==> src/hw/iobpi_pkg.sv <==
`default_nettype none
package iobpi_pkg;
  // ****************************************
  // word and instruction layout
  // ****************************************
  localparam int unsigned WORD_W = 36;
  localparam int unsigned NCHAN = 7;
  localparam logic [2:0] IOT_PATTERN = 3'h7;
  // instruction word: bit k (0 to 13) of the instruction sits at bit 31-k, the effective address at bits 17-0
  localparam int unsigned IW_TOP_LSB = 29;
  localparam int unsigned IW_DEV_LSB = 22;
  localparam int unsigned IW_OP_LSB = 19;
  localparam logic [2:0] OP_BLOCK_IN = 3'h0;
  localparam logic [2:0] OP_DATA_IN = 3'h1;
  localparam logic [2:0] OP_BLOCK_OUT = 3'h2;
  localparam logic [2:0] OP_DATA_OUT = 3'h3;
  localparam logic [2:0] OP_COND_OUT = 3'h4;
  localparam logic [2:0] OP_COND_IN = 3'h5;
  localparam logic [2:0] OP_SKIP_ZERO = 3'h6;
  localparam logic [2:0] OP_SKIP_ONE = 3'h7;
  // internal device codes, values arbitrary
  localparam logic [6:0] CPU_DEV_CODE = 7'h00;
  localparam logic [6:0] PI_DEV_CODE = 7'h01;
  // location 40 octal
  localparam logic [17:0] PI_BASE_ADDR = 18'h00020;
  // ****************************************
  // reset values
  // ****************************************
  localparam logic [35:0] WORD_RST = 36'h0;
  localparam logic [6:0] CHAN_RST = 7'h00;
  localparam logic [17:0] HALF_RST = 18'h0;
  // ****************************************
  // software registers, byte offsets
  // ****************************************
  localparam logic [7:0] REG_INSTR = 8'h00;
  localparam logic [7:0] REG_AR_LO = 8'h04;
  localparam logic [7:0] REG_AR_HI = 8'h08;
  localparam logic [7:0] REG_BLT_LO = 8'h0c;
  localparam logic [7:0] REG_BLT_HI = 8'h10;
  localparam logic [7:0] REG_SEQ = 8'h14;
  localparam logic [7:0] REG_STATUS = 8'h18;
  localparam logic [7:0] REG_PIADDR = 8'h1c;
  localparam logic [7:0] REG_BLKCNT = 8'h20;
  localparam int unsigned SEQ_SAMPLE = 0;
  localparam int unsigned SEQ_BLT_WORD = 1;
  localparam int unsigned SEQ_JUMP = 2;
  localparam int unsigned ST_BUSY = 0;
  localparam int unsigned ST_SKIP = 1;
  localparam int unsigned ST_NOT_IOT = 2;
  localparam int unsigned ST_ACTIVE = 3;
  localparam int unsigned ST_PI_CYCLE = 4;
  localparam int unsigned ST_PI_OVF = 5;
  localparam int unsigned ST_BLT_ABORT = 6;
  localparam int unsigned ST_ON_LSB = 8;
  localparam int unsigned ST_REQ_LSB = 16;
  localparam int unsigned ST_HOLD_LSB = 24;
  // ****************************************
  // condition and status words
  // ****************************************
  localparam int unsigned PI_SET_REQ = 7;
  localparam int unsigned PI_ON = 8;
  localparam int unsigned PI_OFF = 9;
  localparam int unsigned PI_ACTIVATE = 10;
  localparam int unsigned PI_DEACTIVATE = 11;
  localparam int unsigned PI_CLEAR = 12;
  localparam int unsigned PI_DISMISS = 13;
  localparam int unsigned PI_STAT_ACTIVE = 7;
  localparam int unsigned CPU_CLR_FLAGS = 3;
  localparam int unsigned CPU_EN_LSB = 4;
  localparam int unsigned CPU_SET_OVF = 7;
  localparam int unsigned CPU_SET_PCCHG = 8;
  localparam int unsigned CPU_STAT_EN_LSB = 6;
  localparam int unsigned CPU_STAT_CHAN_LSB = 9;
  localparam int unsigned BOUND_LSB = 28;
  localparam int unsigned RELOC_LSB = 10;
  localparam int unsigned UNIT_CLR_FLAG = 3;
  localparam int unsigned UNIT_STAT_FLAG = 3;

  // byte-lane merge for register writes
  function automatic logic [31:0] wb_merge(input logic [31:0] old_v, input logic [31:0] new_v,
                                           input logic [3:0] sel);
    logic [31:0] r;
    r = old_v;
    for (int i = 0; i < 4; i++) begin
      if (sel[i]) begin
        r[i*8 +: 8] = new_v[i*8 +: 8];
      end
    end
    return r;
  endfunction : wb_merge

  // lowest pending channel not blocked by a hold at or below it
  function automatic logic [2:0] first_channel(input logic [6:0] req, input logic [6:0] hold);
    logic blocked;
    logic [2:0] ch;
    blocked = 1'b0;
    ch = 3'h0;
    for (int i = 0; i < NCHAN; i++) begin
      if (hold[i]) begin
        blocked = 1'b1;
      end
      if (!blocked && req[i] && ch == 3'h0) begin
        ch = 3'(i + 1);
      end
    end
    return ch;
  endfunction : first_channel

  // one-hot line for a channel number, zero for no assignment
  function automatic logic [6:0] chan_line(input logic [2:0] ch);
    return (ch == 3'h0) ? 7'h00 : 7'(7'h01 << (ch - 3'h1));
  endfunction : chan_line
endpackage : iobpi_pkg
`default_nettype wire

==> src/hw/iobpi_bus_if.sv <==
`default_nettype none
// ****************************************
// in-out bus between processor and units
// ****************************************
interface iobpi_bus_if;
  logic [6:0] dev_sel;
  logic cmd_data_in;
  logic cmd_data_out;
  logic cmd_cond_out;
  logic cmd_status;
  logic [35:0] bus_out;
  logic [35:0] bus_in;
  logic [6:0] pi_req;
  modport proc (output dev_sel, cmd_data_in, cmd_data_out, cmd_cond_out, cmd_status, bus_out,
                input bus_in, pi_req);
  modport unit (input dev_sel, cmd_data_in, cmd_data_out, cmd_cond_out, cmd_status, bus_out,
                output bus_in, pi_req);
endinterface : iobpi_bus_if
`default_nettype wire

==> src/hw/iobpi_proc.sv <==
// Decided for this implementation: the Wishbone slave port and the address map.
`default_nettype none
module iobpi_proc (
  input wire logic MCLK_I,
  input wire logic RESETN_I,
  input wire logic WB_CYC_I,
  input wire logic WB_STB_I,
  input wire logic WB_WE_I,
  input wire logic [7:0] WB_ADR_I,
  input wire logic [31:0] WB_DAT_I,
  input wire logic [3:0] WB_SEL_I,
  output logic [31:0] WB_DAT_O,
  output logic WB_ACK_O,
  iobpi_bus_if.proc BUS,
  input wire logic [iobpi_pkg::WORD_W-1:0] DATA_SWITCH_I,
  input wire logic ILLEGAL_ADDR_I,
  input wire logic PDL_OVF_I,
  input wire logic NXM_I,
  input wire logic CLOCK_FLAG_I,
  input wire logic AR_OVF_I,
  input wire logic PC_CHANGE_I,
  output logic [7:0] BOUND_LIMIT_O,
  output logic [7:0] RELOCATION_O,
  output logic PI_CYCLE_O,
  output logic [17:0] INT_ADDR_O
);
  import iobpi_pkg::*;

  typedef enum logic [1:0] {ST_IDLE, ST_ISSUE, ST_WAIT} iobpi_state_t;

  // ****************************************
  // console switch synchroniser
  // ****************************************
  logic [35:0] sw_meta_q, sw_q;
  always_ff @(posedge MCLK_I or negedge RESETN_I) begin
    if (!RESETN_I) begin
      sw_meta_q <= WORD_RST;
      sw_q <= WORD_RST;
    end else begin
      sw_meta_q <= DATA_SWITCH_I;
      sw_q <= sw_meta_q;
    end
  end

  // ****************************************
  // state
  // ****************************************
  iobpi_state_t state_q, state_d;
  logic [31:0] instr_q, instr_d;
  logic [35:0] ar_q, ar_d, blt_q, blt_d, out_q, out_d;
  logic [17:0] blkcnt_q, blkcnt_d, addr_q, addr_d;
  logic [6:0] sel_q, sel_d, on_q, on_d, req_q, req_d, hold_q, hold_d;
  logic [3:0] cmd_q, cmd_d; // data-in, data-out, condition-out, status
  logic skip_q, skip_d, notiot_q, notiot_d, abort_q, abort_d, wrap_q, wrap_d;
  logic active_q, active_d, picyc_q, picyc_d, piovf_q, piovf_d;
  logic [2:0] chan_q, chan_d, cpu_chan_q, cpu_chan_d;
  logic [5:0] flags_q, flags_d;
  logic [2:0] en_q, en_d;
  logic [7:0] bound_q, bound_d, reloc_q, reloc_d;
  logic ack_q;
  logic [31:0] rdat_q, rdat_d;
  logic wb_hit, wb_wr;
  logic [6:0] cpu_line;
  logic [35:0] rd_word;

  assign wb_hit = WB_CYC_I & WB_STB_I & ~ack_q;
  assign wb_wr = wb_hit & WB_WE_I;
  // fault flags always ask; the others only once enabled
  assign cpu_line = ((|flags_q[2:0]) | (|(flags_q[5:3] & en_q))) ? chan_line(cpu_chan_q)
                                                                : CHAN_RST;
  // answer of the addressed device, internal ones first
  always_comb begin
    rd_word = BUS.bus_in;
    if (sel_q == PI_DEV_CODE) begin
      rd_word = {28'h0, active_q, on_q};
    end else if (sel_q == CPU_DEV_CODE) begin
      rd_word = (instr_q[IW_OP_LSB +: 3] == OP_DATA_IN) ? sw_q :
                {24'h0, cpu_chan_q, en_q, flags_q};
    end
  end

  // ****************************************
  // transfer sequence and priority system
  // ****************************************
  always_comb begin
    logic [31:0] iw;
    logic [2:0] op;
    logic [2:0] grant;
    logic [2:0] ci;
    logic [6:0] lines;
    logic [5:0] fclr;
    logic start, sample, blt_word;
    iw = wb_merge(instr_q, WB_DAT_I, WB_SEL_I);
    op = instr_q[IW_OP_LSB +: 3];
    ci = chan_q - 3'h1;
    start = 1'b0;
    sample = 1'b0;
    blt_word = 1'b0;
    fclr = 6'h00;
    grant = 3'h0;
    lines = BUS.pi_req | cpu_line;
    state_d = state_q;
    instr_d = instr_q;
    ar_d = ar_q;
    blt_d = blt_q;
    out_d = out_q;
    blkcnt_d = blkcnt_q;
    addr_d = addr_q;
    sel_d = sel_q;
    on_d = on_q;
    req_d = req_q;
    hold_d = hold_q;
    cmd_d = 4'h0;
    skip_d = skip_q;
    notiot_d = notiot_q;
    abort_d = abort_q;
    wrap_d = wrap_q;
    active_d = active_q;
    picyc_d = picyc_q;
    piovf_d = piovf_q;
    chan_d = chan_q;
    cpu_chan_d = cpu_chan_q;
    en_d = en_q;
    bound_d = bound_q;
    reloc_d = reloc_q;
    // software writes
    if (wb_wr) begin
      case (WB_ADR_I)
        REG_INSTR: begin
          if (state_q == ST_IDLE) begin
            instr_d = iw;
            start = (iw[IW_TOP_LSB +: 3] == IOT_PATTERN);
            notiot_d = ~start;
          end
        end
        REG_AR_LO: ar_d[31:0] = wb_merge(ar_q[31:0], WB_DAT_I, WB_SEL_I);
        REG_AR_HI: ar_d[35:32] = 4'(wb_merge({28'h0, ar_q[35:32]}, WB_DAT_I, WB_SEL_I));
        REG_BLT_LO: blt_d[31:0] = wb_merge(blt_q[31:0], WB_DAT_I, WB_SEL_I);
        REG_BLT_HI: blt_d[35:32] = 4'(wb_merge({28'h0, blt_q[35:32]}, WB_DAT_I, WB_SEL_I));
        REG_BLKCNT: blkcnt_d = 18'(wb_merge({14'h0, blkcnt_q}, WB_DAT_I, WB_SEL_I));
        REG_SEQ: begin
          sample = WB_DAT_I[SEQ_SAMPLE];
          blt_word = WB_DAT_I[SEQ_BLT_WORD];
          if (WB_DAT_I[SEQ_JUMP] && picyc_q) begin
            hold_d[ci] = 1'b1;
            req_d[ci] = 1'b0;
            picyc_d = 1'b0;
            piovf_d = 1'b0;
          end
        end
        default: begin
        end
      endcase
    end
    case (state_q)
      ST_IDLE: begin
        if (start) begin
          op = iw[IW_OP_LSB +: 3];
          skip_d = 1'b0;
          sel_d = iw[IW_DEV_LSB +: 7];
          out_d = ar_q;
          wrap_d = 1'b0;
          // block ops count, then run as plain data ops
          if (op == OP_BLOCK_IN || op == OP_BLOCK_OUT) begin
            blkcnt_d = blkcnt_q + 18'h1;
            wrap_d = (blkcnt_d == HALF_RST);
          end
          cmd_d[0] = (op == OP_DATA_IN) || (op == OP_BLOCK_IN);
          cmd_d[1] = (op == OP_DATA_OUT) || (op == OP_BLOCK_OUT);
          cmd_d[2] = (op == OP_COND_OUT);
          cmd_d[3] = (op == OP_COND_IN) || (op == OP_SKIP_ZERO) || (op == OP_SKIP_ONE);
          state_d = ST_ISSUE;
        end
      end
      ST_ISSUE: begin
        // internal devices act on the command cycle
        if (cmd_q[2] && sel_q == PI_DEV_CODE) begin
          if (out_q[PI_CLEAR]) begin
            on_d = CHAN_RST;
            req_d = CHAN_RST;
            hold_d = hold_d & ~hold_q; // a hold set in this cycle survives
            active_d = 1'b0;
          end
          if (out_q[PI_ON]) on_d = on_d | out_q[6:0];
          if (out_q[PI_OFF]) on_d = on_d & ~out_q[6:0];
          if (out_q[PI_SET_REQ]) req_d = req_d | (out_q[6:0] & ~hold_q);
          if (out_q[PI_ACTIVATE]) active_d = 1'b1;
          if (out_q[PI_DEACTIVATE]) active_d = 1'b0;
          if (out_q[PI_DISMISS]) begin
            hold_d = hold_d & ~(hold_q & ~(hold_q - 7'h01));
          end
        end
        if (cmd_q[2] && sel_q == CPU_DEV_CODE) begin
          cpu_chan_d = out_q[2:0];
          en_d = out_q[CPU_EN_LSB +: 3];
          if (out_q[CPU_CLR_FLAGS]) fclr = 6'h3f;
        end
        if (cmd_q[1] && sel_q == CPU_DEV_CODE) begin
          bound_d = out_q[BOUND_LSB +: 8];
          reloc_d = out_q[RELOC_LSB +: 8];
        end
        state_d = ST_WAIT;
      end
      ST_WAIT: begin
        if (op == OP_DATA_IN || op == OP_BLOCK_IN || op == OP_COND_IN) begin
          ar_d = rd_word;
        end
        if (op == OP_SKIP_ZERO) skip_d = ((rd_word[17:0] & instr_q[17:0]) == HALF_RST);
        if (op == OP_SKIP_ONE) skip_d = ((rd_word[17:0] & instr_q[17:0]) != HALF_RST);
        if (picyc_q && (op == OP_BLOCK_IN || op == OP_BLOCK_OUT)) begin
          if (wrap_q && !piovf_q) begin
            piovf_d = 1'b1;
            addr_d = PI_BASE_ADDR + {14'h0, chan_q, 1'b1};
          end else begin
            picyc_d = 1'b0;
            piovf_d = 1'b0;
            req_d[ci] = 1'b0;
          end
        end
        state_d = ST_IDLE;
      end
      default: state_d = ST_IDLE;
    endcase
    // request sampling at cycle starts and after block move words
    if (sample || blt_word) begin
      abort_d = 1'b0;
      req_d = req_d | (lines & on_q & ~hold_d);
    end
    req_d = req_d & ~hold_d;
    grant = first_channel(req_d, hold_d);
    if ((sample || blt_word) && active_q && !picyc_q && grant != 3'h0) begin
      picyc_d = 1'b1;
      piovf_d = 1'b0;
      chan_d = grant;
      addr_d = PI_BASE_ADDR + {14'h0, grant, 1'b0};
      if (blt_word) begin
        ar_d = blt_q;
        abort_d = 1'b1;
      end
    end
    // a new event wins over a clear in the same cycle
    flags_d = (flags_q & ~fclr) | {PC_CHANGE_I, AR_OVF_I, CLOCK_FLAG_I, NXM_I, PDL_OVF_I,
                                   ILLEGAL_ADDR_I};
    if (state_q == ST_ISSUE && cmd_q[2] && sel_q == CPU_DEV_CODE) begin
      flags_d[4] = flags_d[4] | out_q[CPU_SET_OVF];
      flags_d[5] = flags_d[5] | out_q[CPU_SET_PCCHG];
    end
  end

  always_ff @(posedge MCLK_I or negedge RESETN_I) begin
    if (!RESETN_I) begin
      state_q <= ST_IDLE;
      instr_q <= 32'h0;
      ar_q <= WORD_RST;
      blt_q <= WORD_RST;
      out_q <= WORD_RST;
      blkcnt_q <= HALF_RST;
      addr_q <= HALF_RST;
      sel_q <= CHAN_RST;
      on_q <= CHAN_RST;
      req_q <= CHAN_RST;
      hold_q <= CHAN_RST;
      cmd_q <= 4'h0;
      skip_q <= 1'b0;
      notiot_q <= 1'b0;
      abort_q <= 1'b0;
      wrap_q <= 1'b0;
      active_q <= 1'b0;
      picyc_q <= 1'b0;
      piovf_q <= 1'b0;
      chan_q <= 3'h0;
      cpu_chan_q <= 3'h0;
      flags_q <= 6'h00;
      en_q <= 3'h0;
      bound_q <= 8'h00;
      reloc_q <= 8'h00;
    end else begin
      state_q <= state_d;
      instr_q <= instr_d;
      ar_q <= ar_d;
      blt_q <= blt_d;
      out_q <= out_d;
      blkcnt_q <= blkcnt_d;
      addr_q <= addr_d;
      sel_q <= sel_d;
      on_q <= on_d;
      req_q <= req_d;
      hold_q <= hold_d;
      cmd_q <= cmd_d;
      skip_q <= skip_d;
      notiot_q <= notiot_d;
      abort_q <= abort_d;
      wrap_q <= wrap_d;
      active_q <= active_d;
      picyc_q <= picyc_d;
      piovf_q <= piovf_d;
      chan_q <= chan_d;
      cpu_chan_q <= cpu_chan_d;
      flags_q <= flags_d;
      en_q <= en_d;
      bound_q <= bound_d;
      reloc_q <= reloc_d;
    end
  end

  // ****************************************
  // wishbone read side and acknowledge
  // ****************************************
  always_comb begin
    rdat_d = rdat_q;
    if (wb_hit) begin
      case (WB_ADR_I)
        REG_INSTR: rdat_d = instr_q;
        REG_AR_LO: rdat_d = ar_q[31:0];
        REG_AR_HI: rdat_d = {28'h0, ar_q[35:32]};
        REG_BLT_LO: rdat_d = blt_q[31:0];
        REG_BLT_HI: rdat_d = {28'h0, blt_q[35:32]};
        REG_STATUS: begin
          rdat_d = 32'h0;
          rdat_d[ST_BUSY] = (state_q != ST_IDLE);
          rdat_d[ST_SKIP] = skip_q;
          rdat_d[ST_NOT_IOT] = notiot_q;
          rdat_d[ST_ACTIVE] = active_q;
          rdat_d[ST_PI_CYCLE] = picyc_q;
          rdat_d[ST_PI_OVF] = piovf_q;
          rdat_d[ST_BLT_ABORT] = abort_q;
          rdat_d[ST_ON_LSB +: 7] = on_q;
          rdat_d[ST_REQ_LSB +: 7] = req_q;
          rdat_d[ST_HOLD_LSB +: 7] = hold_q;
        end
        REG_PIADDR: rdat_d = {11'h0, chan_q, addr_q};
        REG_BLKCNT: rdat_d = {14'h0, blkcnt_q};
        default: rdat_d = 32'h0; // unmapped reads as zero
      endcase
    end
  end

  always_ff @(posedge MCLK_I or negedge RESETN_I) begin
    if (!RESETN_I) begin
      ack_q <= 1'b0;
      rdat_q <= 32'h0;
    end else begin
      ack_q <= wb_hit;
      rdat_q <= rdat_d;
    end
  end

  // ****************************************
  // outputs
  // ****************************************
  assign WB_ACK_O = ack_q;
  assign WB_DAT_O = rdat_q;
  assign BUS.dev_sel = sel_q;
  assign BUS.cmd_data_in = cmd_q[0];
  assign BUS.cmd_data_out = cmd_q[1];
  assign BUS.cmd_cond_out = cmd_q[2];
  assign BUS.cmd_status = cmd_q[3];
  assign BUS.bus_out = out_q;
  assign BOUND_LIMIT_O = bound_q;
  assign RELOCATION_O = reloc_q;
  assign PI_CYCLE_O = picyc_q;
  assign INT_ADDR_O = addr_q;
endmodule : iobpi_proc
`default_nettype wire

==> src/flat_wrapper.sv <==
// flat-port wrapper written by rule: the top's interface ports become plain ports
module iobpi_proc_flat import iobpi_pkg::*;
  (MCLK_I, RESETN_I, WB_CYC_I, WB_STB_I, WB_WE_I, WB_ADR_I, WB_DAT_I, WB_SEL_I, WB_DAT_O, WB_ACK_O, DATA_SWITCH_I, ILLEGAL_ADDR_I, PDL_OVF_I, NXM_I, CLOCK_FLAG_I, AR_OVF_I, PC_CHANGE_I, BOUND_LIMIT_O, RELOCATION_O, PI_CYCLE_O, INT_ADDR_O, BUS_dev_sel, BUS_cmd_data_in, BUS_cmd_data_out, BUS_cmd_cond_out, BUS_cmd_status, BUS_bus_out, BUS_bus_in, BUS_pi_req);
  iobpi_bus_if BUS_i ();
  input wire logic MCLK_I;
  input wire logic RESETN_I;
  input wire logic WB_CYC_I;
  input wire logic WB_STB_I;
  input wire logic WB_WE_I;
  input wire logic [7:0] WB_ADR_I;
  input wire logic [31:0] WB_DAT_I;
  input wire logic [3:0] WB_SEL_I;
  output logic [31:0] WB_DAT_O;
  output logic WB_ACK_O;
  input wire logic [iobpi_pkg::WORD_W-1:0] DATA_SWITCH_I;
  input wire logic ILLEGAL_ADDR_I;
  input wire logic PDL_OVF_I;
  input wire logic NXM_I;
  input wire logic CLOCK_FLAG_I;
  input wire logic AR_OVF_I;
  input wire logic PC_CHANGE_I;
  output logic [7:0] BOUND_LIMIT_O;
  output logic [7:0] RELOCATION_O;
  output logic PI_CYCLE_O;
  output logic [17:0] INT_ADDR_O;
  output wire logic [$bits(BUS_i.dev_sel)-1:0] BUS_dev_sel;
  output wire logic [$bits(BUS_i.cmd_data_in)-1:0] BUS_cmd_data_in;
  output wire logic [$bits(BUS_i.cmd_data_out)-1:0] BUS_cmd_data_out;
  output wire logic [$bits(BUS_i.cmd_cond_out)-1:0] BUS_cmd_cond_out;
  output wire logic [$bits(BUS_i.cmd_status)-1:0] BUS_cmd_status;
  output wire logic [$bits(BUS_i.bus_out)-1:0] BUS_bus_out;
  input wire logic [$bits(BUS_i.bus_in)-1:0] BUS_bus_in;
  input wire logic [$bits(BUS_i.pi_req)-1:0] BUS_pi_req;
  assign BUS_dev_sel = BUS_i.dev_sel;
  assign BUS_cmd_data_in = BUS_i.cmd_data_in;
  assign BUS_cmd_data_out = BUS_i.cmd_data_out;
  assign BUS_cmd_cond_out = BUS_i.cmd_cond_out;
  assign BUS_cmd_status = BUS_i.cmd_status;
  assign BUS_bus_out = BUS_i.bus_out;
  assign BUS_i.bus_in = BUS_bus_in;
  assign BUS_i.pi_req = BUS_pi_req;
  iobpi_proc u_core (.MCLK_I(MCLK_I), .RESETN_I(RESETN_I), .WB_CYC_I(WB_CYC_I), .WB_STB_I(WB_STB_I), .WB_WE_I(WB_WE_I), .WB_ADR_I(WB_ADR_I), .WB_DAT_I(WB_DAT_I), .WB_SEL_I(WB_SEL_I), .WB_DAT_O(WB_DAT_O), .WB_ACK_O(WB_ACK_O), .BUS(BUS_i), .DATA_SWITCH_I(DATA_SWITCH_I), .ILLEGAL_ADDR_I(ILLEGAL_ADDR_I), .PDL_OVF_I(PDL_OVF_I), .NXM_I(NXM_I), .CLOCK_FLAG_I(CLOCK_FLAG_I), .AR_OVF_I(AR_OVF_I), .PC_CHANGE_I(PC_CHANGE_I), .BOUND_LIMIT_O(BOUND_LIMIT_O), .RELOCATION_O(RELOCATION_O), .PI_CYCLE_O(PI_CYCLE_O), .INT_ADDR_O(INT_ADDR_O));
endmodule
==> config.mk <==
export PLATFORM = sky130hd
export DESIGN_NAME = iobpi_proc_flat
export DESIGN_NICKNAME = d
export VERILOG_FILES = /design/src/hw/iobpi_pkg.sv /design/src/hw/iobpi_bus_if.sv /design/src/hw/iobpi_proc.sv /design/src/flat_wrapper.sv
export SDC_FILE = /design/constraint.sdc
export NUM_CORES = 1
export LEC_CHECK = 0
export ABC_CLOCK_PERIOD_IN_PS = 2900
export BUFFER_PORTS_ARGS = -buffer_cell sky130_fd_sc_hd__buf_2
export CAP_MARGIN = 25
export CELL_PAD_IN_SITES_DETAIL_PLACEMENT = 0
export CELL_PAD_IN_SITES_GLOBAL_PLACEMENT = 1
export CORE_UTILIZATION = 42
export CTS_BUF_LIST = sky130_fd_sc_hd__clkbuf_4 sky130_fd_sc_hd__clkbuf_8
export DETAILED_ROUTE_END_ITERATION = 12
export HOLD_SLACK_MARGIN = 0.02
export PLACE_DENSITY = 0.79
export SKIP_LAST_GASP = 1
export SYNTH_ARGS = -nofsm -noshare
export SYNTH_HDL_FRONTEND = slang
export SYNTH_SLANG_ARGS = --single-unit
export TNS_END_PERCENT = 5
==> constraint.sdc <==
create_clock -name MCLK_I -period 2.9 [get_ports MCLK_I]
set_input_delay 0.29 -clock MCLK_I [delete_from_list [all_inputs] [get_ports MCLK_I]]
set_output_delay 0.29 -clock MCLK_I [all_outputs]
set_load 0.01 [all_outputs]
==> results of run 1 <==
registers in the layout (all words and copies together), names as in the netlist, 2 cells and up:
name / cells
u_core.state_q: 2
u_core.blkcnt_q: 18
u_core.blt_q: 36
u_core.en_q: 3
u_core.flags_q: 6
u_core.BOUND_LIMIT_O: 8
u_core.chan_q: 3
u_core.BUS.bus_out: 36
u_core.ar_q: 36
u_core.cpu_chan_q: 3
u_core.req_q: 7
u_core.BUS.dev_sel: 7
u_core.sw_q: 36
u_core.instr_q: 32
u_core.RELOCATION_O: 8
u_core.WB_DAT_O: 32
u_core.hold_q: 7
u_core.sw_meta_q: 36
u_core.on_q: 7
u_core.INT_ADDR_O: 5
u_core.cmd_q: 4
final cells by class:
type	count	area [um^2]	area share
Multi-Input combinational cell	971	7150	0.335
Clock buffer	93	1190	0.0556
Inverter	30	113	0.00528
Sequential cell	340	8510	0.399
Tap cell	511	639	0.0300
Antenna cell	2	5.00	0.000235
Timing Repair Buffer	513	3570	0.168
Clock inverter	12	145	0.00681
cells by family (layout without fill, tap and decap cells):
family / count (synthesis) / count (layout) / synth area share
other: 1 / 15 / 0.000234
AND/OR/NAND/NOR: 356 / 356 / 0.113
flip-flops: 340 / 340 / 0.531
XOR/XNOR: 3 / 3 / 0.00164
buffers and inverters: 125 / 648 / 0.0340
AO/OA/AOI/OAI: 371 / 371 / 0.157
adder cells (fa/ha/maj): 7 / 7 / 0.00546
multiplexers: 221 / 221 / 0.158
worst reg2reg max path: stages, from the launching register on:
cell,delay [ps]
dfrtp_1,420
or4_4,590
nor3_4,220
o211ai_1,170
o211ai_1,320
o311ai_2,190
o21ai_2,230
a41oi_4,180
nand3_4,170
buf_12,210
mux2_4,330
final timing paths:
path | startpoint | endpoint
worst max register to register | u_core.BUS.dev_sel[5] | u_core.ar_q[25]
worst min register to register | u_core.sw_meta_q[34] | u_core.sw_q[34]
worst min-delay path | WB_DAT_I[0] | u_core.blt_q[32]
max in group asynchronous | RESETN_I | u_core.WB_DAT_O[16]
min in group asynchronous | RESETN_I | u_core.WB_DAT_O[11]
worst max-delay path | u_core.BUS.dev_sel[5] | u_core.ar_q[25]
power groups by stage:
stage | Sequential (mW) | Clock (mW) | Combinational [mW]
2_1_floorplan | 4.98 | 0 | 0.149
5_1_grt | 4.91 | 5.18 | 0.628
6_report | 4.90 | 4.87 | 0.576
4_1_cts | 4.90 | 4.98 | 0.580
3_3_place_gp | 4.98 | 0 | 0.495
3_5_place_dp | 4.98 | 0 | 0.500
cell usage in the layout, fill, tap and decap left out, types with 42 or more instances in the layout:
cell type      Yosys  final
nor2_1            78     78
a22oi_1           43     42
buf_2              4    234
nand2_1          111    110
mux2_2           141    141
a21oi_1           63     63
clkbuf_8           0     78
o21ai_0           82     79
dlygate4sd3_1      0     74
buf_4             13    194
dfrtp_1          340    340
mux2i_1           51     51
timing repair:
action / 4_1_cts / 5_1_grt
setup endpoints to repair: 44 / 48
hold endpoints to repair: 203 / 0
pin swaps: 3 / 6
hold buffers: 74 / 0
buffers inserted: 1 / 0
resized for setup: 3 / 9
gates cloned: 0 / 0
per-layer routing:
| layer | GRT usage | part of all wire | vias to the layer above |
|---|---|---|---|
| li1 | - | - | 6249 |
| met1 | 0.389 | 0.43 | 6903 |
| met2 | 0.480 | 0.47 | 575 |
| met3 | 0.0504 | 0.064 | 120 |
| met4 | 0.123 | 0.040 | 4 |
| met5 | 0 | 0.00030 | - |
per-stage QoR:
stage	util	area [um^2]	std cells
after global routing	0.567	21300	2470
after CTS	0.566	21300	2470
final	0.567	21300	2472
after global placement	0.510	19200	2290
after detailed placement	0.510	19200	2290
after floorplan	-	16100	1436
==> summary.txt, run 1 <==
Die
  • Site row count: 71
  • Initial Util: 0.427
  • Die ar.: 39000 um^2
  • Die X: 197 um
  • Die height: 197 um
  • Core area: 37600 um^2
  • IO Pins: 249

Timing
  • Setup violations, final: 42
  • Headroom to the max-slew limit: 0.436
  • Final period util: 1.09
  • Final setup margin: -264 ps
  • Max Slew Vio Count: 0
  • Fin Hold WS: 83.3 ps
  • Final min period: 3160 ps
  • Unrepaired setup endpoints after global routing: true
  • Fmax: 316 MHz
  • Setup Skew: 29.2 ps
  • Final setup TNS: -9030 ps
  • Worst-Margin Slew: 846 ps
  • Final Hold Viols: 0

Worst setup path
  • Worst setup SP type: flop
  • Critical path peak fanout: 17
  • R2R Setup Slk: -260 ps
  • R2R depth: 10
  • Most Frequent Cell on Critical Path: o211ai_1
  • WP data required: 3420 ps
  • CP Capture Type: flop
  • CP cell instances: or4_4 > nor3_4 > o211ai_1 > o211ai_1 > o311ai_2 > o21ai_2 > a41oi_4 > nand3_4 > buf_12 > mux2_4
  • Kind of critical path: reg -> reg
  • Worst path max stage delay: 590 ps
  • CP Buf/Inv Count: 1
  • Slowest cell on crit path: or4_4
  • Cell count along the critical path: 10
  • CP Data Arrival Time: 3690 ps
  • CP top delay family: compound AO/OA/AOI/OAI gates

Yosys
  • Cells after synthesis: 1424
  • Commonest cells in the netlist: 340 x dfrtp_1, 141 x mux2_2, 111 x nand2_1
  • Synthesis-stage register bit count: 340
  • Mapped Area: 16000 um^2
  • Synthesized area per cell: 11.3 um^2
  • Most common cell in the synthesized netlist: dfrtp_1
  • Distinct cells, synth: 80
  • Post-synth EDFFs: 0
  • Synth Flop Type: dfrtp_1
  • Yosys top cell area share: 0.531
  • Sequential area share after synthesis: 0.531
  • Async S/R FF share, synth: 1.00
  • Area leader, netlist: dfrtp_1
  • Synth top area cells: dfrtp_1 53%, mux2_2 9.9%, mux2i_1 3.2%
  • Syn. warnings: 0

Clock network
  • Clock Tree Buf Depth: 3
  • Clk slew on worst S/H paths: 70 ps
  • Clock sinks: 340
  • CTS tree: yes
  • Total CTS buffers: 57
  • H-tree depth: 2
  • Clk_lat worst skew: 670 ps
  • Clock Tree Root: clkbuf_8

Place
  • GP Congestion: 0.966
  • IO Port Bufs: 235
  • Detailed Place HPWL: 42.4 mm
  • Worst slack, placed: -353 ps

Route
  • Drt drc: 0
  • Via/cell ratio: 5.60
  • Final ANT Viol Nets: 0
  • Routed len/inst: 23.1 um
  • Final wirelength: 57.1 mm
  • DR iter-0 viols: 1131
  • Vias: 13900
  • DRT Pass-1 Iters: 6

Power
  • Leakage: 10.2 nW
  • Clock Power Share: 0.471
  • Sequential share of power: 0.473
  • Switch Pwr: 2.40 mW
  • Pwr/cell area: 485 nW/um^2
  • Worst VDD drop: 413 uV
  • Pint: 7.95 mW
  • Sw Share: 0.232
  • Pwr Total: 10.3 mW
  • Part of the power in combinational logic: 0.056

Finish
  • Layout cell share with drive strength beyond 1: 0.387
  • Layout overhead on the synthesized area: 33.0%
  • Fillcell total: 3252
  • Nets: 2054

Outcome
  • Failing checks: setup timing
  • Status: finished with violations

Global routing
  • Largest net degree at the start of global routing: 88
  • Vias in the first global route: 13900
  • Antenna violations before repair: 3
  • Grt ovf: 0
  • First-pass GRT wire length: 85.3 mm
  • Tot GR Track Use: 0.295

Min path
  • Hold Crit Depth: 3
  • Hold WC Path Type: in -> reg

Flow run
  • Max_cap viols: 0
Note: power is estimated with default switching activity, not from simulation.
==> run 2: changes to the inputs <==
--- a/config.mk
+++ b/config.mk
@@ -5,16 +5,17 @@
 export SDC_FILE = /design/constraint.sdc
 export NUM_CORES = 1
 export LEC_CHECK = 0
+export ABC_AREA = 1
 export ABC_CLOCK_PERIOD_IN_PS = 2900
 export BUFFER_PORTS_ARGS = -buffer_cell sky130_fd_sc_hd__buf_2
 export CAP_MARGIN = 25
 export CELL_PAD_IN_SITES_DETAIL_PLACEMENT = 0
 export CELL_PAD_IN_SITES_GLOBAL_PLACEMENT = 1
-export CORE_UTILIZATION = 42
+export CORE_UTILIZATION = 40
 export CTS_BUF_LIST = sky130_fd_sc_hd__clkbuf_4 sky130_fd_sc_hd__clkbuf_8
 export DETAILED_ROUTE_END_ITERATION = 12
 export HOLD_SLACK_MARGIN = 0.02
-export PLACE_DENSITY = 0.79
+export PLACE_DENSITY = 0.8
 export SKIP_LAST_GASP = 1
 export SYNTH_ARGS = -nofsm -noshare
 export SYNTH_HDL_FRONTEND = slang
==> run 2 against run 1 <==
  * The run ends with DRC left
  * Die area increased by 8.4%
  * Fmax increased by 13%
  * Non-clock buffer count decreased by 87
  * Sequential share of layout area increased by 0.21 points
  * Critical path type unchanged
  * Largest power group unchanged
==> summary.txt, run 2 <==
Worst setup path
  • R2R depth: 17 (was 10)
  • Kind of critical path: reg -> reg (unchanged)
  • R2R Setup Slk: 110 ps (was -260 ps)
  • Critical path peak fanout: 19 (was 17)
  • CP Capture Type: flop (unchanged)
  • WP data required: 3510 ps (was 3420 ps)
  • Critical R2R Capture: u_core.ar_q[13] (was u_core.ar_q[25])
  • Worst setup SP type: flop (unchanged)
  • Reg2Reg Launch Point: u_core.BUS.dev_sel[4] (was u_core.BUS.dev_sel[5])
  • CP Data Arrival Time: 3400 ps (was 3690 ps)

Route
  • DR iter-0 viols: 1657 (was 1131)
  • Vias: 16300 (was 13900)
  • Via/cell ratio: 5.38 (was 5.60)
  • Drt drc: 1 (was 0)
  • DRT Pass-1 Iters: 9 (was 6)
  • Final wirelength: 63.7 mm (was 57.1 mm)
  • Final ANT Viol Nets: 0 (unchanged)
  • Routed len/inst: 21.1 um (was 23.1 um)

Power
  • Pwr Total: 11.2 mW (was 10.3 mW)
  • Pint: 8.20 mW (was 7.95 mW)
  • Pwr/cell area: 530 nW/um^2 (was 485 nW/um^2)
  • Leakage: 10.4 nW (was 10.2 nW)
  • Sequential share of power: 0.449 (was 0.473)
  • Part of the power in combinational logic: 0.107 (was 0.056)
  • Switch Pwr: 3.05 mW (was 2.40 mW)
  • Sw Share: 0.271 (was 0.232)
  • Worst VDD drop: 361 uV (was 413 uV)
  • Clock Power Share: 0.445 (was 0.471)

Die
  • Die height: 205 um (was 197 um)
  • Initial Util: 0.406 (was 0.427)
  • Die ar.: 42200 um^2 (was 39000 um^2)
  • Site row count: 74 (was 71)
  • Core area: 40800 um^2 (was 37600 um^2)
  • IO Pins: 249 (unchanged)
  • Die X: 205 um (was 197 um)

Yosys
  • Synthesized area per cell: 8.12 um^2 (was 11.3 um^2)
  • Yosys top cell area share: 0.514 (was 0.531)
  • Mapped Area: 16600 um^2 (was 16000 um^2)
  • Synth top area cells: dfrtp_1 51%, nand2_1 12%, o21ai_0 7.7% (was dfrtp_1 53%, mux2_2 9.9%, mux2i_1 3.2%)
  • Synth Flop Type: dfrtp_1 (unchanged)
  • Area leader, netlist: dfrtp_1 (unchanged)
  • Cells after synthesis: 2039 (was 1424)
  • Commonest cells in the netlist: 521 x nand2_1, 340 x dfrtp_1, 256 x o21ai_0 (was 340 x dfrtp_1, 141 x mux2_2, 111 x nand2_1)
  • Distinct cells, synth: 55 (was 80)
  • Async S/R FF share, synth: 1.00 (unchanged)
  • Most common cell in the synthesized netlist: nand2_1 (was dfrtp_1)
  • Synthesis-stage register bit count: 340 (unchanged)
  • Sequential area share after synthesis: 0.514 (was 0.531)
  • Post-synth EDFFs: 0 (unchanged)
  • Syn. warnings: 0 (unchanged)

Timing
  • Setup violations, final: 0 (was 42)
  • Final min period: 2790 ps (was 3160 ps)
  • Final period util: 0.961 (was 1.09)
  • Max Slew Vio Count: 0 (unchanged)
  • Worst-Margin Slew: 749 ps (was 846 ps)
  • Headroom to the max-slew limit: 0.501 (was 0.436)
  • Fmax: 359 MHz (was 316 MHz)
  • Unrepaired setup endpoints after global routing: true (unchanged)
  • Final Hold Viols: 0 (unchanged)
  • Setup Skew: 21.1 ps (was 29.2 ps)

Clock network
  • Clk_lat worst skew: 680 ps (was 670 ps)
  • H-tree depth: 2 (unchanged)
  • Clock sinks: 340 (unchanged)
  • Total CTS buffers: 60 (was 57)
  • Clock Tree Buf Depth: 3 (unchanged)
  • Clock Tree Root: clkbuf_8 (unchanged)
  • CTS tree: yes (unchanged)
  • Clk slew on worst S/H paths: 70 ps (about the same)

Global routing
  • Grt ovf: 0 (unchanged)
  • Vias in the first global route: 15500 (was 13900)
  • First-pass GRT wire length: 95.4 mm (was 85.3 mm)
  • Antenna violations before repair: 1 (was 3)
  • Tot GR Track Use: 0.305 (was 0.295)
  • Largest net degree at the start of global routing: 78 (was 88)

Outcome
  • Failing checks: DRC (was setup timing)
  • Status: finished with violations (unchanged)

Finish
  • Layout cell share with drive strength beyond 1: 0.215 (was 0.387)
  • Ant diodes: 0 (was 2)
  • Fillcell total: 4018 (was 3252)
  • Cell area after layout: 21200 um^2 (was 21300 um^2)
  • Most frequent cells in the layout: 520 x nand2_1, 340 x dfrtp_1, 254 x o21ai_0 (was 340 x dfrtp_1, 234 x buf_2, 194 x buf_4)
  • Nets: 2579 (was 2054)
  • Layout overhead on the synthesized area: 28.1% (was 33.0%)
  • Commonest non-fill, non-tap cell in the layout: nand2_1 (was dfrtp_1)

Place
  • Detailed Place HPWL: 47.7 mm (was 42.4 mm)
  • IO Port Bufs: 235 (unchanged)
  • Post-DP Area: 19000 um^2 (was 19200 um^2)
  • GP Congestion: 0.945 (was 0.966)

Min path
  • Hold_sp: WB_DAT_I[2] (was WB_DAT_I[0])
  • Hold Crit Depth: 5 (was 3)
  • Hold path endpoint: u_core.ar_q[2] (was u_core.blt_q[32])
  • Hold WC Path Type: in -> reg (unchanged)

Flow run
  • Max_cap viols: 0 (unchanged)
[run 2: cell types whose count changed after synthesis, sizes merged, moves of 20 or more]
| cell | change |
|---|---|
| nand3 | +31 |
| a22oi | -41 |
| nand2 | +413 |
| a31oi | -20 |
| mux2 | -153 |
| and3 | -34 |
| nor2 | +72 |
| o22ai | +30 |
| inv | +205 |
| mux2i | -49 |
| o21ai | +194 |
[run 2: worst max-delay path, stage by stage, from the launching register on]
cell      delay, ps
dfrtp_1         390
nor2_1          140
nand2_2         120
nor2_4          220
nand2_2         110
clkinv_4        110
o211ai_1         80
nand2_1         150
nand2_4         110
nor3_4          230
nand2_1         140
a21oi_4         210
nor2_2           80
nor2_4          120
buf_12          130
buf_8           180
nand4_1          90
nand2_1         100
[run 2: final cells by class]
| cell class | count | area, um^2 | share of cell area |
|---|---|---|---|
| Inverter | 236 | 891 | 0.0420 |
| Timing Repair Buffer | 426 | 2920 | 0.137 |
| Tap cell | 532 | 666 | 0.0314 |
| Sequential cell | 340 | 8510 | 0.401 |
| Multi-Input combinational cell | 1374 | 6870 | 0.324 |
| Clock inverter | 21 | 165 | 0.00779 |
| Clock buffer | 92 | 1200 | 0.0567 |
[run 2: layer usage]
| layer | routed length, um | global-route usage | up-vias |
|---|---|---|---|
| met3 | 5480 | 0.0575 | 91 |
| met1 | 28800 | 0.453 | 7902 |
| li1 | - | - | 7540 |
| met2 | 28200 | 0.452 | 718 |
| met5 | 12 | 0 | - |
| met4 | 1190 | 0.0788 | 2 |
[run 2: how the worst max path moves through the flow]
stage | start | endpoint | slack [ps] | cells past startpoint
2_1_floorplan | u_core.chan_q[0] | u_core.ar_q[23] | 380 | 18
3_3_place_gp | WB_ADR_I[3] | u_core.INT_ADDR_O[3] | 0.3 | 20
3_5_place_dp | WB_ADR_I[3] | u_core.INT_ADDR_O[3] | -60 | 20
4_1_cts | u_core.instr_q[19] | u_core.INT_ADDR_O[3] | 60 | 17
5_1_grt | u_core.state_q[1] | u_core.ar_q[7] | -70 | 18
6_report | u_core.BUS.dev_sel[4] | u_core.ar_q[13] | 110 | 17
[run 2: repair_timing]
| action | CTS | global route |
|---|---|---|
| endpoints found under the setup margin | 1 | 50 |
| pin swaps | 0 | 4 |
| gates cloned | 0 | 1 |
| buffers inserted | 0 | 1 |
| hold buffers | 75 | 0 |
| gates resized for setup | 1 | 20 |
| endpoints found under the hold margin | 155 | 0 |
[run 2: power groups by stage]
stage	clock [mW]	combinational [mW]	sequential, mW
after floorplan	0	0.562	5.09
after global placement	0	1.09	5.11
after detailed placement	0	1.10	5.12
after CTS	5.08	1.18	5.04
after global routing	5.30	1.33	5.05
final	5.00	1.20	5.05
[run 2: kinds of logic after synthesis]
family | after synthesis | synth area share
muxes | 19 | 0.0128
AOI/OAI and AO/OA | 503 | 0.172
other | 1 | 0.000226
adders and majority gates | 7 | 0.00529
buffers and inverters | 338 | 0.0821
xor gates and xnor gates | 16 | 0.00846
and+or+nand+nor | 815 | 0.205
DFF | 340 | 0.514
[run 2: through the flow]
stage | hold WS, ps | util | TNS (ps) | setup WS, ps | cells
2_1_floorplan | -5.59 | - | 0 | 384 | 2051
3_3_place_gp | 297 | 0.465 | 0 | 0.322 | 2831
3_5_place_dp | 304 | 0.465 | -699 | -58.7 | 2831
4_1_cts | 57.8 | 0.516 | 0 | 56.4 | 3019
5_1_grt | 86.7 | 0.520 | -953 | -71.2 | 3021
6_report | 121 | 0.520 | 0 | 112 | 3021
==> run 3: changes to the inputs <==
--- a/config.mk
+++ b/config.mk
@@ -11,11 +11,10 @@
 export CAP_MARGIN = 25
 export CELL_PAD_IN_SITES_DETAIL_PLACEMENT = 0
 export CELL_PAD_IN_SITES_GLOBAL_PLACEMENT = 1
-export CORE_UTILIZATION = 40
-export CTS_BUF_LIST = sky130_fd_sc_hd__clkbuf_4 sky130_fd_sc_hd__clkbuf_8
+export CORE_UTILIZATION = 38
 export DETAILED_ROUTE_END_ITERATION = 12
 export HOLD_SLACK_MARGIN = 0.02
-export PLACE_DENSITY = 0.8
+export PLACE_DENSITY = 0.77
 export SKIP_LAST_GASP = 1
 export SYNTH_ARGS = -nofsm -noshare
 export SYNTH_HDL_FRONTEND = slang
==> run 3 against run 2 <==
  * Clock power is 2% higher
  * Critical path depth is 1 higher
  * Combinational power is 3% lower
  * Highest routed layer is now met4
  * Register-to-register slack hardly changed
  * The flow now finishes without violations
  * Clock skew is 15 ps higher
  * Wire length is 0.36% higher
==> summary.txt, run 3 (synthesis gave the netlist of run 2 again) <==
Outcome
  • Status: finished clean (was finished with violations)

Route
  • Via/cell ratio: 5.25 (was 5.38)
  • Drt drc: 0 (was 1)
  • Vias: 15900 (was 16300)
  • Routed len/inst: 21.1 um (about the same)
  • Final ANT Viol Nets: 0 (unchanged)
  • DRT Pass-1 Iters: 7 (was 9)
  • Final wirelength: 63.9 mm (was 63.7 mm)
  • DR iter-0 viols: 1542 (was 1657)

Finish
  • Nets: 2559 (was 2579)
  • Ant diodes: 0 (unchanged)
  • Layout cell share with drive strength beyond 1: 0.217 (was 0.215)
  • Finished Layout Cells: 3033 (was 3021)
  • Commonest non-fill, non-tap cell in the layout: nand2_1 (unchanged)
  • Cell area after layout: 21300 um^2 (was 21200 um^2)
  • Most frequent cells in the layout: 510 x nand2_1, 340 x dfrtp_1, 254 x o21ai_0 (was 520 x nand2_1, 340 x dfrtp_1, 254 x o21ai_0)
  • Layout overhead on the synthesized area: 28.6% (was 28.1%)
  • Fillcell total: 4238 (was 4018)

Timing
  • Final period util: 0.956 (was 0.961)
  • Setup violations, final: 0 (unchanged)
  • Final Hold Viols: 0 (unchanged)
  • Final min period: 2770 ps (was 2790 ps)
  • Setup Skew: 36.1 ps (was 21.1 ps)
  • Fmax: 361 MHz (was 359 MHz)
  • Headroom to the max-slew limit: 0.537 (was 0.501)
  • Unrepaired setup endpoints after global routing: true (unchanged)
  • Max Slew Vio Count: 0 (unchanged)
  • Worst-Margin Slew: 695 ps (was 749 ps)

Global routing
  • Largest net degree at the start of global routing: 75 (was 78)
  • Grt ovf: 0 (unchanged)
  • Vias in the first global route: 15300 (was 15500)
  • Tot GR Track Use: 0.286 (was 0.305)
  • First-pass GRT wire length: 94.6 mm (was 95.4 mm)
  • Antenna violations before repair: 2 (was 1)

Worst setup path
  • Worst setup SP type: flop (unchanged)
  • Reg2Reg Launch Point: u_core.BUS.dev_sel[1] (was u_core.BUS.dev_sel[4])
  • R2R depth: 18 (was 17)
  • WP data required: 3360 ps (was 3510 ps)
  • Critical R2R Capture: u_core.ar_q[15] (was u_core.ar_q[13])
  • Critical path peak fanout: 7 (was 19)
  • CP Data Arrival Time: 3230 ps (was 3400 ps)
  • Kind of critical path: reg -> reg (unchanged)
  • CP Capture Type: flop (unchanged)
  • R2R Setup Slk: 130 ps (was 110 ps)

Min path
  • Hold path endpoint: u_core.instr_q[14] (was u_core.ar_q[2])
  • Hold_sp: WB_DAT_I[14] (was WB_DAT_I[2])
  • Hold Crit Depth: 3 (was 5)
  • Hold WC Path Type: in -> reg (unchanged)

Power
  • Pwr/cell area: 530 nW/um^2 (about the same)
  • Leakage: 10.4 nW (about the same)
  • Worst VDD drop: 303 uV (was 361 uV)

Die
  • IO Pins: 249 (unchanged)
  • Die ar.: 44400 um^2 (was 42200 um^2)
  • Site row count: 76 (was 74)
  • Initial Util: 0.385 (was 0.406)
  • Die X: 211 um (was 205 um)
  • Die height: 211 um (was 205 um)
  • Core area: 43000 um^2 (was 40800 um^2)

Clock network
  • Clock sinks: 340 (unchanged)
  • Clock Tree Root: clkbuf_16 (was clkbuf_8)
  • Clk slew on worst S/H paths: 60 ps (was 70 ps)
  • Clk_lat worst skew: 580 ps (was 680 ps)
  • H-tree depth: 2 (unchanged)
  • Total CTS buffers: 39 (was 60)
  • Clock Tree Buf Depth: 3 (unchanged)
  • CTS tree: yes (unchanged)

Place
  • Post-DP Area: 19200 um^2 (was 19000 um^2)
  • Detailed Place HPWL: 48.3 mm (was 47.7 mm)
  • Inst Count DP: 2900 (was 2831)
  • GP Congestion: 0.946 (was 0.945)
  • IO Port Bufs: 235 (unchanged)

Flow run
  • Max_cap viols: 0 (unchanged)
## run 3: cell count changes in the layout (fill, tap and decap cells not counted), sizes merged
cell         before  now
buf             351  372
bufinv            2    3
clkbuf           92   57
clkinv           17    9
clkinvlp          4    1
dlygate4sd3      75   52
inv             234  238
nand3            67   69
## run 3: worst max-delay path by stage
stage / slack, ps / startpoint / to / cells after the start
4_1_cts: -9 / u_core.chan_q[0] / u_core.ar_q[8] / 17
3_5_place_dp: -250 / WB_ADR_I[5] / u_core.ar_q[31] / 19
6_report: 130 / u_core.BUS.dev_sel[1] / u_core.ar_q[15] / 18
3_3_place_gp: -230 / WB_ADR_I[6] / u_core.ar_q[31] / 19
5_1_grt: -40 / u_core.chan_q[0] / u_core.ar_q[19] / 19
2_1_floorplan: 380 / u_core.chan_q[0] / u_core.ar_q[23] / 18
## run 3: layout make-up
class                           count  area, um^2  share of cell area
Tap cell                          585         732              0.0344
Timing Repair Buffer              425        2890               0.136
Inverter                          236         891              0.0418
Sequential cell                   340        8510               0.399
Multi-Input combinational cell   1376        6970               0.327
Clock buffer                       56        1130              0.0530
Clock inverter                     15         175             0.00822
## run 3: stage by stage
| step | TNS, ps | util | worst slack, ps | power, mW | hold slack, ps |
|---|---|---|---|---|---|
| 6_report | 0 | 0.496 | 127 | 11.3 | 29.7 |
| 5_1_grt | -559 | 0.496 | -40.4 | 11.7 | 48.1 |
| 4_1_cts | -15.9 | 0.488 | -8.76 | 11.3 | 20.8 |
| 3_5_place_dp | -6460 | 0.446 | -250 | 6.20 | 332 |
| 3_3_place_gp | -5550 | 0.446 | -233 | 6.20 | 323 |
| 2_1_floorplan | 0 | - | 384 | 5.65 | -5.59 |
## run 3: routing by layer
layer  GRT usage  wire [um]  part of all wire
met4      0.0852       1650             0.026
met1       0.410      28900              0.45
met2       0.432      28300              0.44
met3      0.0602       5070             0.079
met5           0          0                 0
## run 3: power by group
group | switching, mW | internal [mW]
Combinational | 0.748 | 0.414
Sequential | 0.106 | 4.93
Clock | 2.10 | 3.00
## run 3: critical path, cell delays in order (launching register included)
cell      delay (ps)
dfrtp_1          390
nor2_2           120
nand2_2          110
nor2_4           220
nand2_2          110
clkinv_4          80
nand2_2           70
o21ai_2          150
nand2_1           90
buf_4            150
nor3_4           230
nand2_2          110
a21oi_4          140
nor2_2            70
nor2_4           120
buf_12           150
nand3_4          170
nand2_2          110
nand2_1           50
## run 3: timing repair
item	CTS	global route
endpoints found under the setup margin	22	47
pin swaps	0	13
endpoints found under the hold margin	122	0
buffers inserted	0	6
hold buffers	52	0
cloned	0	4
gates resized for setup	1	47
